--- src/rtl/ats_pkg.sv ---
`default_nettype none
package ats_pkg;
  // ------------------------------------------------------------
  // register map (byte addresses)
  // ------------------------------------------------------------
  localparam logic [7:0] ADDR_CMD = 8'h00;
  localparam logic [7:0] ADDR_CFG = 8'h04;
  localparam logic [7:0] ADDR_SEL = 8'h08;
  localparam logic [7:0] ADDR_OE = 8'h0C;
  localparam logic [7:0] ADDR_SCAN_IVL = 8'h10;
  localparam logic [7:0] ADDR_SAMP_IVL = 8'h14;
  localparam logic [7:0] ADDR_PRE_CNT = 8'h18;
  localparam logic [7:0] ADDR_POST_CNT = 8'h1C;
  localparam logic [7:0] ADDR_CONV_CNT = 8'h20;
  localparam logic [7:0] ADDR_STATUS = 8'h24;
  // command bits (write-only, self-clearing)
  localparam int CMD_START_BIT = 0;
  localparam int CMD_STOP_BIT = 1;
  localparam int CMD_STROBE_BIT = 2;
  // reset values
  localparam logic [7:0] CFG_RST = 8'h2C;
  localparam logic [15:0] CNT_RST = 16'h0001;
  // pins
  localparam int NPIN = 10;
  localparam int PIN_START = 0;
  localparam int PIN_POST = 1;
  localparam int PIN_CONV = 2;
  localparam int PIN_SCAN = 7;
  localparam logic [9:0] OUT_CAPABLE = 10'h087;
  // ------------------------------------------------------------
  // timing
  // ------------------------------------------------------------
  localparam int CLK_NS = 20;
  localparam int MON_MIN_NS = 50;
  localparam int MON_CYC = (MON_MIN_NS + CLK_NS - 1) / CLK_NS;
  localparam int STB_SLOW_NS = 10000;
  localparam int STB_FAST_NS = 1200;
  localparam int STB_SLOW_HALF = STB_SLOW_NS / CLK_NS / 2;
  localparam int STB_FAST_HALF = STB_FAST_NS / CLK_NS / 2;
  localparam int STB_PULSES = 8;
  // ------------------------------------------------------------
  // types
  // ------------------------------------------------------------
  typedef struct packed {
    logic stb_fast;
    logic stb_burst;
    logic stb_level;
    logic scan_lvl_mon;
    logic int_conv;
    logic int_scan;
    logic sw_gate;
    logic pretrig;
  } ats_cfg_t;
  // pol: [0] start, [1] post, [2] scan, [3] conv, [4] gate; 1 = falling/low
  typedef struct packed {
    logic [5:0] rsv;
    logic gate_lvl;
    logic [4:0] pol;
    logic [3:0] gate;
    logic [3:0] conv;
    logic [3:0] scan;
    logic [3:0] post;
    logic [3:0] start;
  } ats_sel_t;
  typedef enum logic [2:0] {
    ST_IDLE = 3'b001,
    ST_PRE = 3'b010,
    ST_POST = 3'b100
  } ats_state_t;
endpackage : ats_pkg
`default_nettype wire

--- src/rtl/ats_sequencer.sv ---
// The APB slave port and the address map are this design's own decisions.
`timescale 1ns/100ps
`default_nettype none
// Operation
// - strobe gives one pulse or burst of eight
// - single mode strobe follows software level
// - burst timed by 10 or 1.2 us clock
// - start trigger edge from any pin starts acquisition
// - start monitor pulses for actual start event
// - all pin drivers off after reset
// - posttrigger edge begins posttrigger phase
// - pretrigger count first, then reload posttrigger count
// - fixed scans after posttrigger, then stop
// - posttrigger monitor pulses on accepted event
// - scan start edge begins scan and sample counter
// - scan monitor is pulse or busy level
// - conversions blocked until scan start
// - internal scan counter runs during acquisition
// - scan starts only inside acquisition, gateable
// - conversion edge starts one conversion
// - conversion monitor active-low copy of applied pulse
// - sample counter reloads per conversion and scan
// - conversions outside acquisition suppressed
// - scan gate level masks, edges toggle
// - gate changes act at next scan start
// - each pin driver enabled separately by software
module ats_sequencer
  import ats_pkg::*;
(
  input wire logic pclk,
  input wire logic presetn,
  input wire logic psel,
  input wire logic penable,
  input wire logic pwrite,
  input wire logic [7:0] paddr,
  input wire logic [31:0] pwdata,
  output logic [31:0] prdata,
  output logic pready,
  output logic pslverr,
  input wire logic [NPIN-1:0] pin_in,
  output logic [NPIN-1:0] pin_out,
  output logic [NPIN-1:0] pin_oe,
  output logic external_strobe_out
);
  // ------------------------------------------------------------
  // helpers
  // ------------------------------------------------------------
  function automatic logic pin_edge(input logic [NPIN-1:0] cur, input logic [NPIN-1:0] prv,
                                    input logic [3:0] idx, input logic pol);
    logic ok;
    ok = (idx < 4'(NPIN));
    return ok & ((cur[idx] ^ pol) & ~(prv[idx] ^ pol));
  endfunction : pin_edge
  function automatic logic pin_lvl(input logic [NPIN-1:0] cur, input logic [3:0] idx,
                                   input logic pol);
    return (idx < 4'(NPIN)) & (cur[idx] ^ pol);
  endfunction : pin_lvl

  // ------------------------------------------------------------
  // registers
  // ------------------------------------------------------------
  ats_cfg_t cfg_ff;
  ats_sel_t sel_ff;
  logic [NPIN-1:0] oe_reg_ff;
  logic [15:0] scan_ivl_ff, samp_ivl_ff, pre_cnt_ff, post_cnt_ff, conv_cnt_ff;
  logic [2:0] cmd_ff;
  logic [31:0] prdata_ff;
  logic pready_ff, pslverr_ff;
  logic [NPIN-1:0] sync1_ff, sync2_ff, prev_ff, pin_out_ff, pin_oe_ff;
  ats_state_t st_ff, nxt_st;
  logic [15:0] scan_cnt_ff, siv_ff, smp_ff, conv_left_ff;
  logic pre_done_ff, scan_busy_ff, gate_tgl_ff;
  logic [1:0] mon_ff [4];
  logic stb_ff, stb_run_ff;
  logic [8:0] stb_cnt_ff;
  logic [4:0] stb_half_ff;

  logic wr_en, active, start_evt, post_evt, scan_raw, scan_evt, conv_raw, conv_evt;
  logic gated, scan_end;
  logic [3:0] mon_evt;
  logic [31:0] nxt_rdata;
  logic nxt_err;

  assign prdata = prdata_ff;
  assign pready = pready_ff;
  assign pslverr = pslverr_ff;
  assign pin_out = pin_out_ff;
  assign pin_oe = pin_oe_ff;
  assign external_strobe_out = stb_ff;

  // ------------------------------------------------------------
  // apb slave: one access cycle, data prepared in setup
  // ------------------------------------------------------------
  assign wr_en = psel & penable & pready_ff & pwrite & ~pslverr_ff;

  always_comb begin
    nxt_err = 1'b0;
    nxt_rdata = 32'h0000_0000;
    case (paddr)
      ADDR_CMD: nxt_rdata = 32'h0000_0000;
      ADDR_CFG: nxt_rdata = {24'h00_0000, cfg_ff};
      ADDR_SEL: nxt_rdata = sel_ff;
      ADDR_OE: nxt_rdata = {22'h00_0000, oe_reg_ff};
      ADDR_SCAN_IVL: nxt_rdata = {16'h0000, scan_ivl_ff};
      ADDR_SAMP_IVL: nxt_rdata = {16'h0000, samp_ivl_ff};
      ADDR_PRE_CNT: nxt_rdata = {16'h0000, pre_cnt_ff};
      ADDR_POST_CNT: nxt_rdata = {16'h0000, post_cnt_ff};
      ADDR_CONV_CNT: nxt_rdata = {16'h0000, conv_cnt_ff};
      ADDR_STATUS: nxt_rdata = {scan_cnt_ff, 10'h000, gated, scan_busy_ff, pre_done_ff, st_ff};
      default: nxt_err = 1'b1;
    endcase
  end

  always_ff @(posedge pclk or negedge presetn) begin
    if (!presetn) begin
      pready_ff <= 1'b0;
      pslverr_ff <= 1'b0;
      prdata_ff <= 32'h0000_0000;
    end else begin
      pready_ff <= psel & ~penable;
      pslverr_ff <= psel & ~penable & nxt_err;
      prdata_ff <= (psel & ~penable & ~pwrite) ? nxt_rdata : 32'h0000_0000;
    end
  end

  always_ff @(posedge pclk or negedge presetn) begin
    if (!presetn) begin
      cfg_ff <= CFG_RST;
      sel_ff <= '0;
      oe_reg_ff <= '0;
      scan_ivl_ff <= CNT_RST;
      samp_ivl_ff <= CNT_RST;
      pre_cnt_ff <= CNT_RST;
      post_cnt_ff <= CNT_RST;
      conv_cnt_ff <= CNT_RST;
      cmd_ff <= 3'h0;
    end else begin
      cmd_ff <= (wr_en && paddr == ADDR_CMD) ? pwdata[2:0] : 3'h0;
      if (wr_en) begin
        case (paddr)
          ADDR_CFG: cfg_ff <= pwdata[7:0];
          ADDR_SEL: sel_ff <= {6'h00, pwdata[25:0]};
          ADDR_OE: oe_reg_ff <= pwdata[NPIN-1:0];
          ADDR_SCAN_IVL: scan_ivl_ff <= pwdata[15:0];
          ADDR_SAMP_IVL: samp_ivl_ff <= pwdata[15:0];
          ADDR_PRE_CNT: pre_cnt_ff <= pwdata[15:0];
          ADDR_POST_CNT: post_cnt_ff <= pwdata[15:0];
          ADDR_CONV_CNT: conv_cnt_ff <= pwdata[15:0];
          default: ;
        endcase
      end
    end
  end

  // ------------------------------------------------------------
  // pin synchronizers
  // ------------------------------------------------------------
  always_ff @(posedge pclk or negedge presetn) begin
    if (!presetn) begin
      sync1_ff <= '0;
      sync2_ff <= '0;
      prev_ff <= '0;
    end else begin
      sync1_ff <= pin_in;
      sync2_ff <= sync1_ff;
      prev_ff <= sync2_ff;
    end
  end

  // ------------------------------------------------------------
  // event qualification
  // ------------------------------------------------------------
  always_comb begin
    active = (st_ff != ST_IDLE);
    // software start or pin edge, only from idle
    start_evt = (st_ff == ST_IDLE) & (cmd_ff[CMD_START_BIT] |
                pin_edge(sync2_ff, prev_ff, sel_ff.start, sel_ff.pol[0]));
    // posttrigger ignored until the pretrigger count ran out
    post_evt = (st_ff == ST_PRE) & pre_done_ff &
               pin_edge(sync2_ff, prev_ff, sel_ff.post, sel_ff.pol[1]);
    gated = cfg_ff.sw_gate | (sel_ff.gate_lvl ?
            pin_lvl(sync2_ff, sel_ff.gate, sel_ff.pol[4]) : gate_tgl_ff);
    scan_raw = cfg_ff.int_scan ? (active & (siv_ff == 16'h0000)) :
               pin_edge(sync2_ff, prev_ff, sel_ff.scan, sel_ff.pol[2]);
    // gate sampled only here, so a running scan is never cut
    scan_evt = scan_raw & active & ~gated & ~scan_busy_ff &
               ~(st_ff == ST_POST && scan_cnt_ff == 16'h0000);
    conv_raw = cfg_ff.int_conv ? (smp_ff == 16'h0000) :
               pin_edge(sync2_ff, prev_ff, sel_ff.conv, sel_ff.pol[3]);
    conv_evt = conv_raw & scan_busy_ff & active;
    scan_end = conv_evt & (conv_left_ff <= 16'h0001);
    mon_evt = {conv_evt, scan_evt, post_evt, start_evt};
  end

  always_ff @(posedge pclk or negedge presetn) begin
    if (!presetn) begin
      gate_tgl_ff <= 1'b0;
    end else if (!sel_ff.gate_lvl &&
                 pin_edge(sync2_ff, prev_ff, sel_ff.gate, sel_ff.pol[4])) begin
      gate_tgl_ff <= ~gate_tgl_ff;
    end
  end

  // ------------------------------------------------------------
  // acquisition state and scan counter
  // ------------------------------------------------------------
  always_comb begin
    nxt_st = st_ff;
    case (st_ff)
      ST_IDLE: if (start_evt) nxt_st = cfg_ff.pretrig ? ST_PRE : ST_POST;
      ST_PRE: if (cmd_ff[CMD_STOP_BIT]) nxt_st = ST_IDLE;
              else if (post_evt) nxt_st = ST_POST;
      ST_POST: if (cmd_ff[CMD_STOP_BIT] || (scan_cnt_ff == 16'h0000 && !scan_busy_ff))
                 nxt_st = ST_IDLE;
      default: nxt_st = ST_IDLE;
    endcase
  end

  always_ff @(posedge pclk or negedge presetn) begin
    if (!presetn) begin
      st_ff <= ST_IDLE;
      scan_cnt_ff <= 16'h0000;
      pre_done_ff <= 1'b0;
    end else begin
      st_ff <= nxt_st;
      if (start_evt) begin
        pre_done_ff <= ~cfg_ff.pretrig | (pre_cnt_ff == 16'h0000);
        scan_cnt_ff <= (cfg_ff.pretrig && pre_cnt_ff != 16'h0000) ? pre_cnt_ff : post_cnt_ff;
      end else if (scan_evt && scan_cnt_ff != 16'h0000 && !(st_ff == ST_PRE && pre_done_ff)) begin
        if (st_ff == ST_PRE && scan_cnt_ff == 16'h0001) begin
          scan_cnt_ff <= post_cnt_ff;
          pre_done_ff <= 1'b1;
        end else begin
          scan_cnt_ff <= scan_cnt_ff - 16'h0001;
        end
      end
    end
  end

  // ------------------------------------------------------------
  // scan interval, sample interval, scan progress
  // ------------------------------------------------------------
  always_ff @(posedge pclk or negedge presetn) begin
    if (!presetn) begin
      siv_ff <= CNT_RST;
    end else if (!active || siv_ff == 16'h0000) begin
      siv_ff <= scan_ivl_ff;
    end else begin
      siv_ff <= siv_ff - 16'h0001;
    end
  end

  always_ff @(posedge pclk or negedge presetn) begin
    if (!presetn) begin
      smp_ff <= CNT_RST;
    end else if (!scan_busy_ff || scan_end || smp_ff == 16'h0000) begin
      smp_ff <= samp_ivl_ff;
    end else begin
      smp_ff <= smp_ff - 16'h0001;
    end
  end

  always_ff @(posedge pclk or negedge presetn) begin
    if (!presetn) begin
      scan_busy_ff <= 1'b0;
      conv_left_ff <= 16'h0000;
    end else if (!active || nxt_st == ST_IDLE) begin
      scan_busy_ff <= 1'b0;
    end else if (scan_evt) begin
      scan_busy_ff <= 1'b1;
      conv_left_ff <= conv_cnt_ff;
    end else if (conv_evt) begin
      conv_left_ff <= conv_left_ff - 16'h0001;
      if (scan_end) scan_busy_ff <= 1'b0;
    end
  end

  // ------------------------------------------------------------
  // monitor pulses and pin drivers
  // ------------------------------------------------------------
  always_ff @(posedge pclk or negedge presetn) begin
    if (!presetn) begin
      for (int i = 0; i < 4; i++) mon_ff[i] <= 2'h0;
    end else begin
      for (int i = 0; i < 4; i++) begin
        if (mon_evt[i]) mon_ff[i] <= 2'(MON_CYC);
        else if (mon_ff[i] != 2'h0) mon_ff[i] <= mon_ff[i] - 2'h1;
      end
    end
  end

  always_ff @(posedge pclk or negedge presetn) begin
    if (!presetn) begin
      pin_out_ff <= '0;
      pin_oe_ff <= '0;
    end else begin
      pin_oe_ff <= oe_reg_ff & OUT_CAPABLE;
      pin_out_ff <= '0;
      pin_out_ff[PIN_START] <= (mon_ff[0] != 2'h0);
      pin_out_ff[PIN_POST] <= (mon_ff[1] != 2'h0);
      pin_out_ff[PIN_SCAN] <= cfg_ff.scan_lvl_mon ? scan_busy_ff
                                                  : (mon_ff[2] != 2'h0);
      pin_out_ff[PIN_CONV] <= (mon_ff[3] == 2'h0);
    end
  end

  // ------------------------------------------------------------
  // external strobe (active low)
  // ------------------------------------------------------------
  always_ff @(posedge pclk or negedge presetn) begin
    if (!presetn) begin
      stb_ff <= 1'b1;
      stb_run_ff <= 1'b0;
      stb_cnt_ff <= 9'h000;
      stb_half_ff <= 5'h00;
    end else if (!stb_run_ff) begin
      stb_ff <= cfg_ff.stb_burst ? 1'b1 : cfg_ff.stb_level;
      if (cfg_ff.stb_burst && cmd_ff[CMD_STROBE_BIT]) begin
        stb_run_ff <= 1'b1;
        stb_ff <= 1'b0;
        stb_half_ff <= 5'(2 * STB_PULSES - 1);
        stb_cnt_ff <= cfg_ff.stb_fast ? 9'(STB_FAST_HALF - 1) : 9'(STB_SLOW_HALF - 1);
      end
    end else if (stb_cnt_ff != 9'h000) begin
      stb_cnt_ff <= stb_cnt_ff - 9'h001;
    end else if (stb_half_ff == 5'h00) begin
      stb_run_ff <= 1'b0;
      stb_ff <= 1'b1;
    end else begin
      stb_ff <= ~stb_ff;
      stb_half_ff <= stb_half_ff - 5'h01;
      stb_cnt_ff <= cfg_ff.stb_fast ? 9'(STB_FAST_HALF - 1) : 9'(STB_SLOW_HALF - 1);
    end
  end
endmodule : ats_sequencer
`default_nettype wire

--- config.mk ---
export PLATFORM = sky130hd
export DESIGN_NAME = ats_sequencer
export DESIGN_NICKNAME = d
export VERILOG_FILES = /design/src/rtl/ats_pkg.sv /design/src/rtl/ats_sequencer.sv
export SDC_FILE = /design/constraint.sdc
export NUM_CORES = 1
export LEC_CHECK = 0
export ABC_CLOCK_PERIOD_IN_PS = 5400
export BUFFER_PORTS_ARGS = -buffer_cell sky130_fd_sc_hd__buf_2
export CORE_ASPECT_RATIO = 1.1
export CORE_MARGIN = 2
export CORE_UTILIZATION = 65
export CTS_CLUSTER_DIAMETER = 80
export DETAILED_ROUTE_END_ITERATION = 12
export PLACE_DENSITY = 0.95
export SLEW_MARGIN = 30
export SYNTH_ARGS = -nofsm -noshare
export SYNTH_HDL_FRONTEND = slang
export SYNTH_SLANG_ARGS = --single-unit
--- constraint.sdc ---
create_clock -name pclk -period 5.4 [get_ports pclk]
set_clock_uncertainty 0.1 [all_clocks]
set_input_delay 0.27 -clock pclk [delete_from_list [all_inputs] [get_ports pclk]]
set_output_delay 0.27 -clock pclk [all_outputs]
set_load 0.02 [all_outputs]
==> impl_metrics.ini <==
[finish]
multi_input_area_um2 = 6315
syn_to_final_growth_pct = 14.61
seq_area_um2 = 7347
drive_above_1_share = 0.2564
nFillCells = 1251
final_cell_area_um2 = 16150
nNetsFinal = 1407
antenna_cells = 0

[grt]
antenna_found_initial = 2
gr-total-overflow = 0
grt_pass1_vias = 11640
grt_start_max_net_pins = 126
grt_pass1_wl_um = 63140
grt_usage = 0.3602

[synthesis]
yosysWarnings = 0
syn_area_um2 = 14090
ys.flop_type = dfrtp_1
synth-seq-cells = 293
async_reset_ff_frac = 1.000
yosysSeqAreaShare = 0.5214
synth_area_per_cell_um2 = 11.59
synthCells = 1216
synth_cell_types = 77
synth.most_common_cell = dfrtp_1
ys_top_cells_by_area = dfrtp_1 50%, mux2_2 12%, a22oi_1 3.0%
synth_top_cell_by_area = dfrtp_1
synth_top_area_share = 0.4990
synth_commonest_cells = 281 x dfrtp_1, 147 x mux2_2, 83 x nor2_1, 62 x nand2_1, 57 x a22oi_1
synth_enable_flop_cells = 0

[timing]
fmax_ghz = 0.2387
timing_hold_violations_final = 0
rsz0062_at_grt = no
relSlewSlack = 0.3178
slew_viol_final = 0
finalSetupTns_ns = 0
post-route-period-util = 0.7758
period_needed_ns = 4.189
setup_violations = 0
worst_pin_slew_ns = 1.020
whs_ns = 0.03730

[place]
place_area_um2 = 14800
numPortBuffers = 91
gp_congestion = 0.9831
hpwl_um = 26180

[critical_path]
critPathRequiredTime_ns = 5.76
reg2regPathDepth = 9
worstSetupPathType = reg2reg
arrival_ns = 4.55
crit_fanout = 36
endpoint_kind = flop
start_kind = flop

[clocking]
clockBufferDepth = 3
clkSinkCount = 293
clk_pin_slew_worst_paths_ns = 0.06
cts_htree_levels = 1
cts_buffers = 29
clock_latency_ns = 0.56
cts_tree = done
cts-root-buf = clkbuf_16
cts-resized-gates = 0

[detailed_routing]
vias_per_cell = 7.019
wl_um = 40640
dr_total_vias = 11590
firstDrtPassIters = 9
drc = 0
drtAntennaViolNets = 0
routedWlPerCell_um = 24.62
drtIter0Drc = 1422

[job]
drv_cap = 0

[die]
die_y_um = 158.4
io_pins = 110
start_util = 0.6616
core_area_um2 = 21300
dieArea_um2 = 22880
fp-row-count = 56
die_w_um = 144.4

[min_path]
hold_depth = 2
min_path_type = in2reg

[power]
ir_drop_uv = 250.6
p_per_area_nw_per_um2 = 335.2
leakage_nw = 7.448

[run_status]
status = completed
[cells in the final DEF (no fill, tap or decap), drive strengths merged, types with 6 or more instances in the layout]
cell type | synthesis | routed
a21oi | 32 | 32
a221oi | 10 | 10
a222oi | 7 | 7
a22o | 10 | 10
a22oi | 57 | 57
a2bb2oi | 9 | 9
a31oi | 22 | 22
and2 | 11 | 11
and3 | 6 | 6
buf | 23 | 106
clkbuf | 40 | 43
clkinv | 0 | 6
conb | 1 | 12
dfrtp | 281 | 281
dfstp | 12 | 12
dlygate4sd3 | 0 | 37
ha | 14 | 14
inv | 50 | 51
mux2 | 147 | 147
mux2i | 20 | 20
mux4 | 17 | 17
nand2 | 62 | 62
nand2b | 14 | 14
nand3 | 30 | 30
nand3b | 7 | 7
nand4 | 12 | 12
nor2 | 84 | 84
nor2b | 7 | 7
nor3 | 24 | 24
nor3b | 6 | 6
nor4 | 24 | 24
o211ai | 7 | 7
o21ai | 34 | 34
o221ai | 14 | 14
o22ai | 9 | 9
or2 | 10 | 10
or3 | 8 | 8
or4 | 7 | 7
xnor2 | 17 | 17
xor2 | 19 | 19
[metal layers]
metal,up-vias,GRT usage,share of wire,routed length [µm]
met2,887,0.5829,0.47,19250
li1,4774,-,-,-
met1,5682,0.4377,0.34,13870
met4,0,0.2219,0.074,3011
met3,246,0.08752,0.11,4511
met5,-,0,0,0
[worst max-delay path, stage by stage (launching register included)]
cell	delay, ns
dfrtp_1	0.44
or3_1	0.45
or4_1	0.49
nor3_1	0.51
o21ai_0	0.20
or4b_1	0.49
buf_4	0.27
o21ai_2	0.68
o21ai_0	0.24
a22oi_1	0.24
[area by class of cell]
cell class / count / area share
Inverter: 50 / 0.01162
Timing Repair Buffer: 143 / 0.05949
Sequential cell: 293 / 0.4549
Clock inverter: 11 / 0.008676
Multi-Input combinational cell: 821 / 0.3910
Tap cell: 290 / 0.02247
Clock buffer: 43 / 0.05190
[sequential cells by signal, summed over array words and instances (netlist names), 4 cells and up]
signal,count
conv_left_ff,16
sync1_ff,10
smp_ff,16
scan_ivl_ff,16
sel_ff,26
conv_cnt_ff,16
post_cnt_ff,16
pin_oe,4
prev_ff,10
stb_half_ff,5
pin_out,4
mon_ff,8
pre_cnt_ff,16
stb_cnt_ff,9
cfg_ff,8
prdata,32
oe_reg_ff,10
scan_cnt_ff,16
samp_ivl_ff,16
siv_ff,16
sync2_ff,10
[timing repair]
item / CTS / global route
endpoints found under the hold margin: 174 / 0
setup buffers: 0 / 0
hold buffers: 37 / 0
[power breakdown]
part | switching [mW] | total (mW) | internal, mW
logic | 0.459 | 0.785 | 0.326
clock network | 0.863 | 2.08 | 1.22
registers | 0.185 | 2.55 | 2.36
[cells by family after synthesis]
kind of cell	share of synthesized area
mux	0.1599
simple gates	0.1176
compound gates	0.1312
buf+inv	0.03489
other cells	0.0002661
flops	0.5214
fa+ha+maj	0.01243
xor+xnor	0.02237
[per-stage QoR]
stage | worst slack, ns | cells | utilization | power (mW)
final | 1.211 | 1651 | 0.7583 | 5.414
after global routing | 1.073 | 1651 | 0.7583 | 5.626
after CTS | 1.315 | 1651 | 0.7580 | 5.395
after detailed placement | 1.360 | 1560 | 0.6947 | 3.309
after global placement | 1.458 | 1560 | 0.6944 | 3.254
after floorplan | 2.209 | 1227 | - | 3.047
[worst paths after layout]
kind	slack, ns	end	startpoint
min	0.04	cmd_ff[2]	pwdata[2]
max	1.21	scan_cnt_ff[9]	siv_ff[9]
max reg2reg	1.21	scan_cnt_ff[9]	siv_ff[9]
min in group asynchronous	0.23	sel_ff[22]	presetn
min reg2reg	0.25	sync2_ff[6]	sync1_ff[6]
max in group asynchronous	3.54	samp_ivl_ff[2]	presetn
Power figures use the tool's default switching activity.
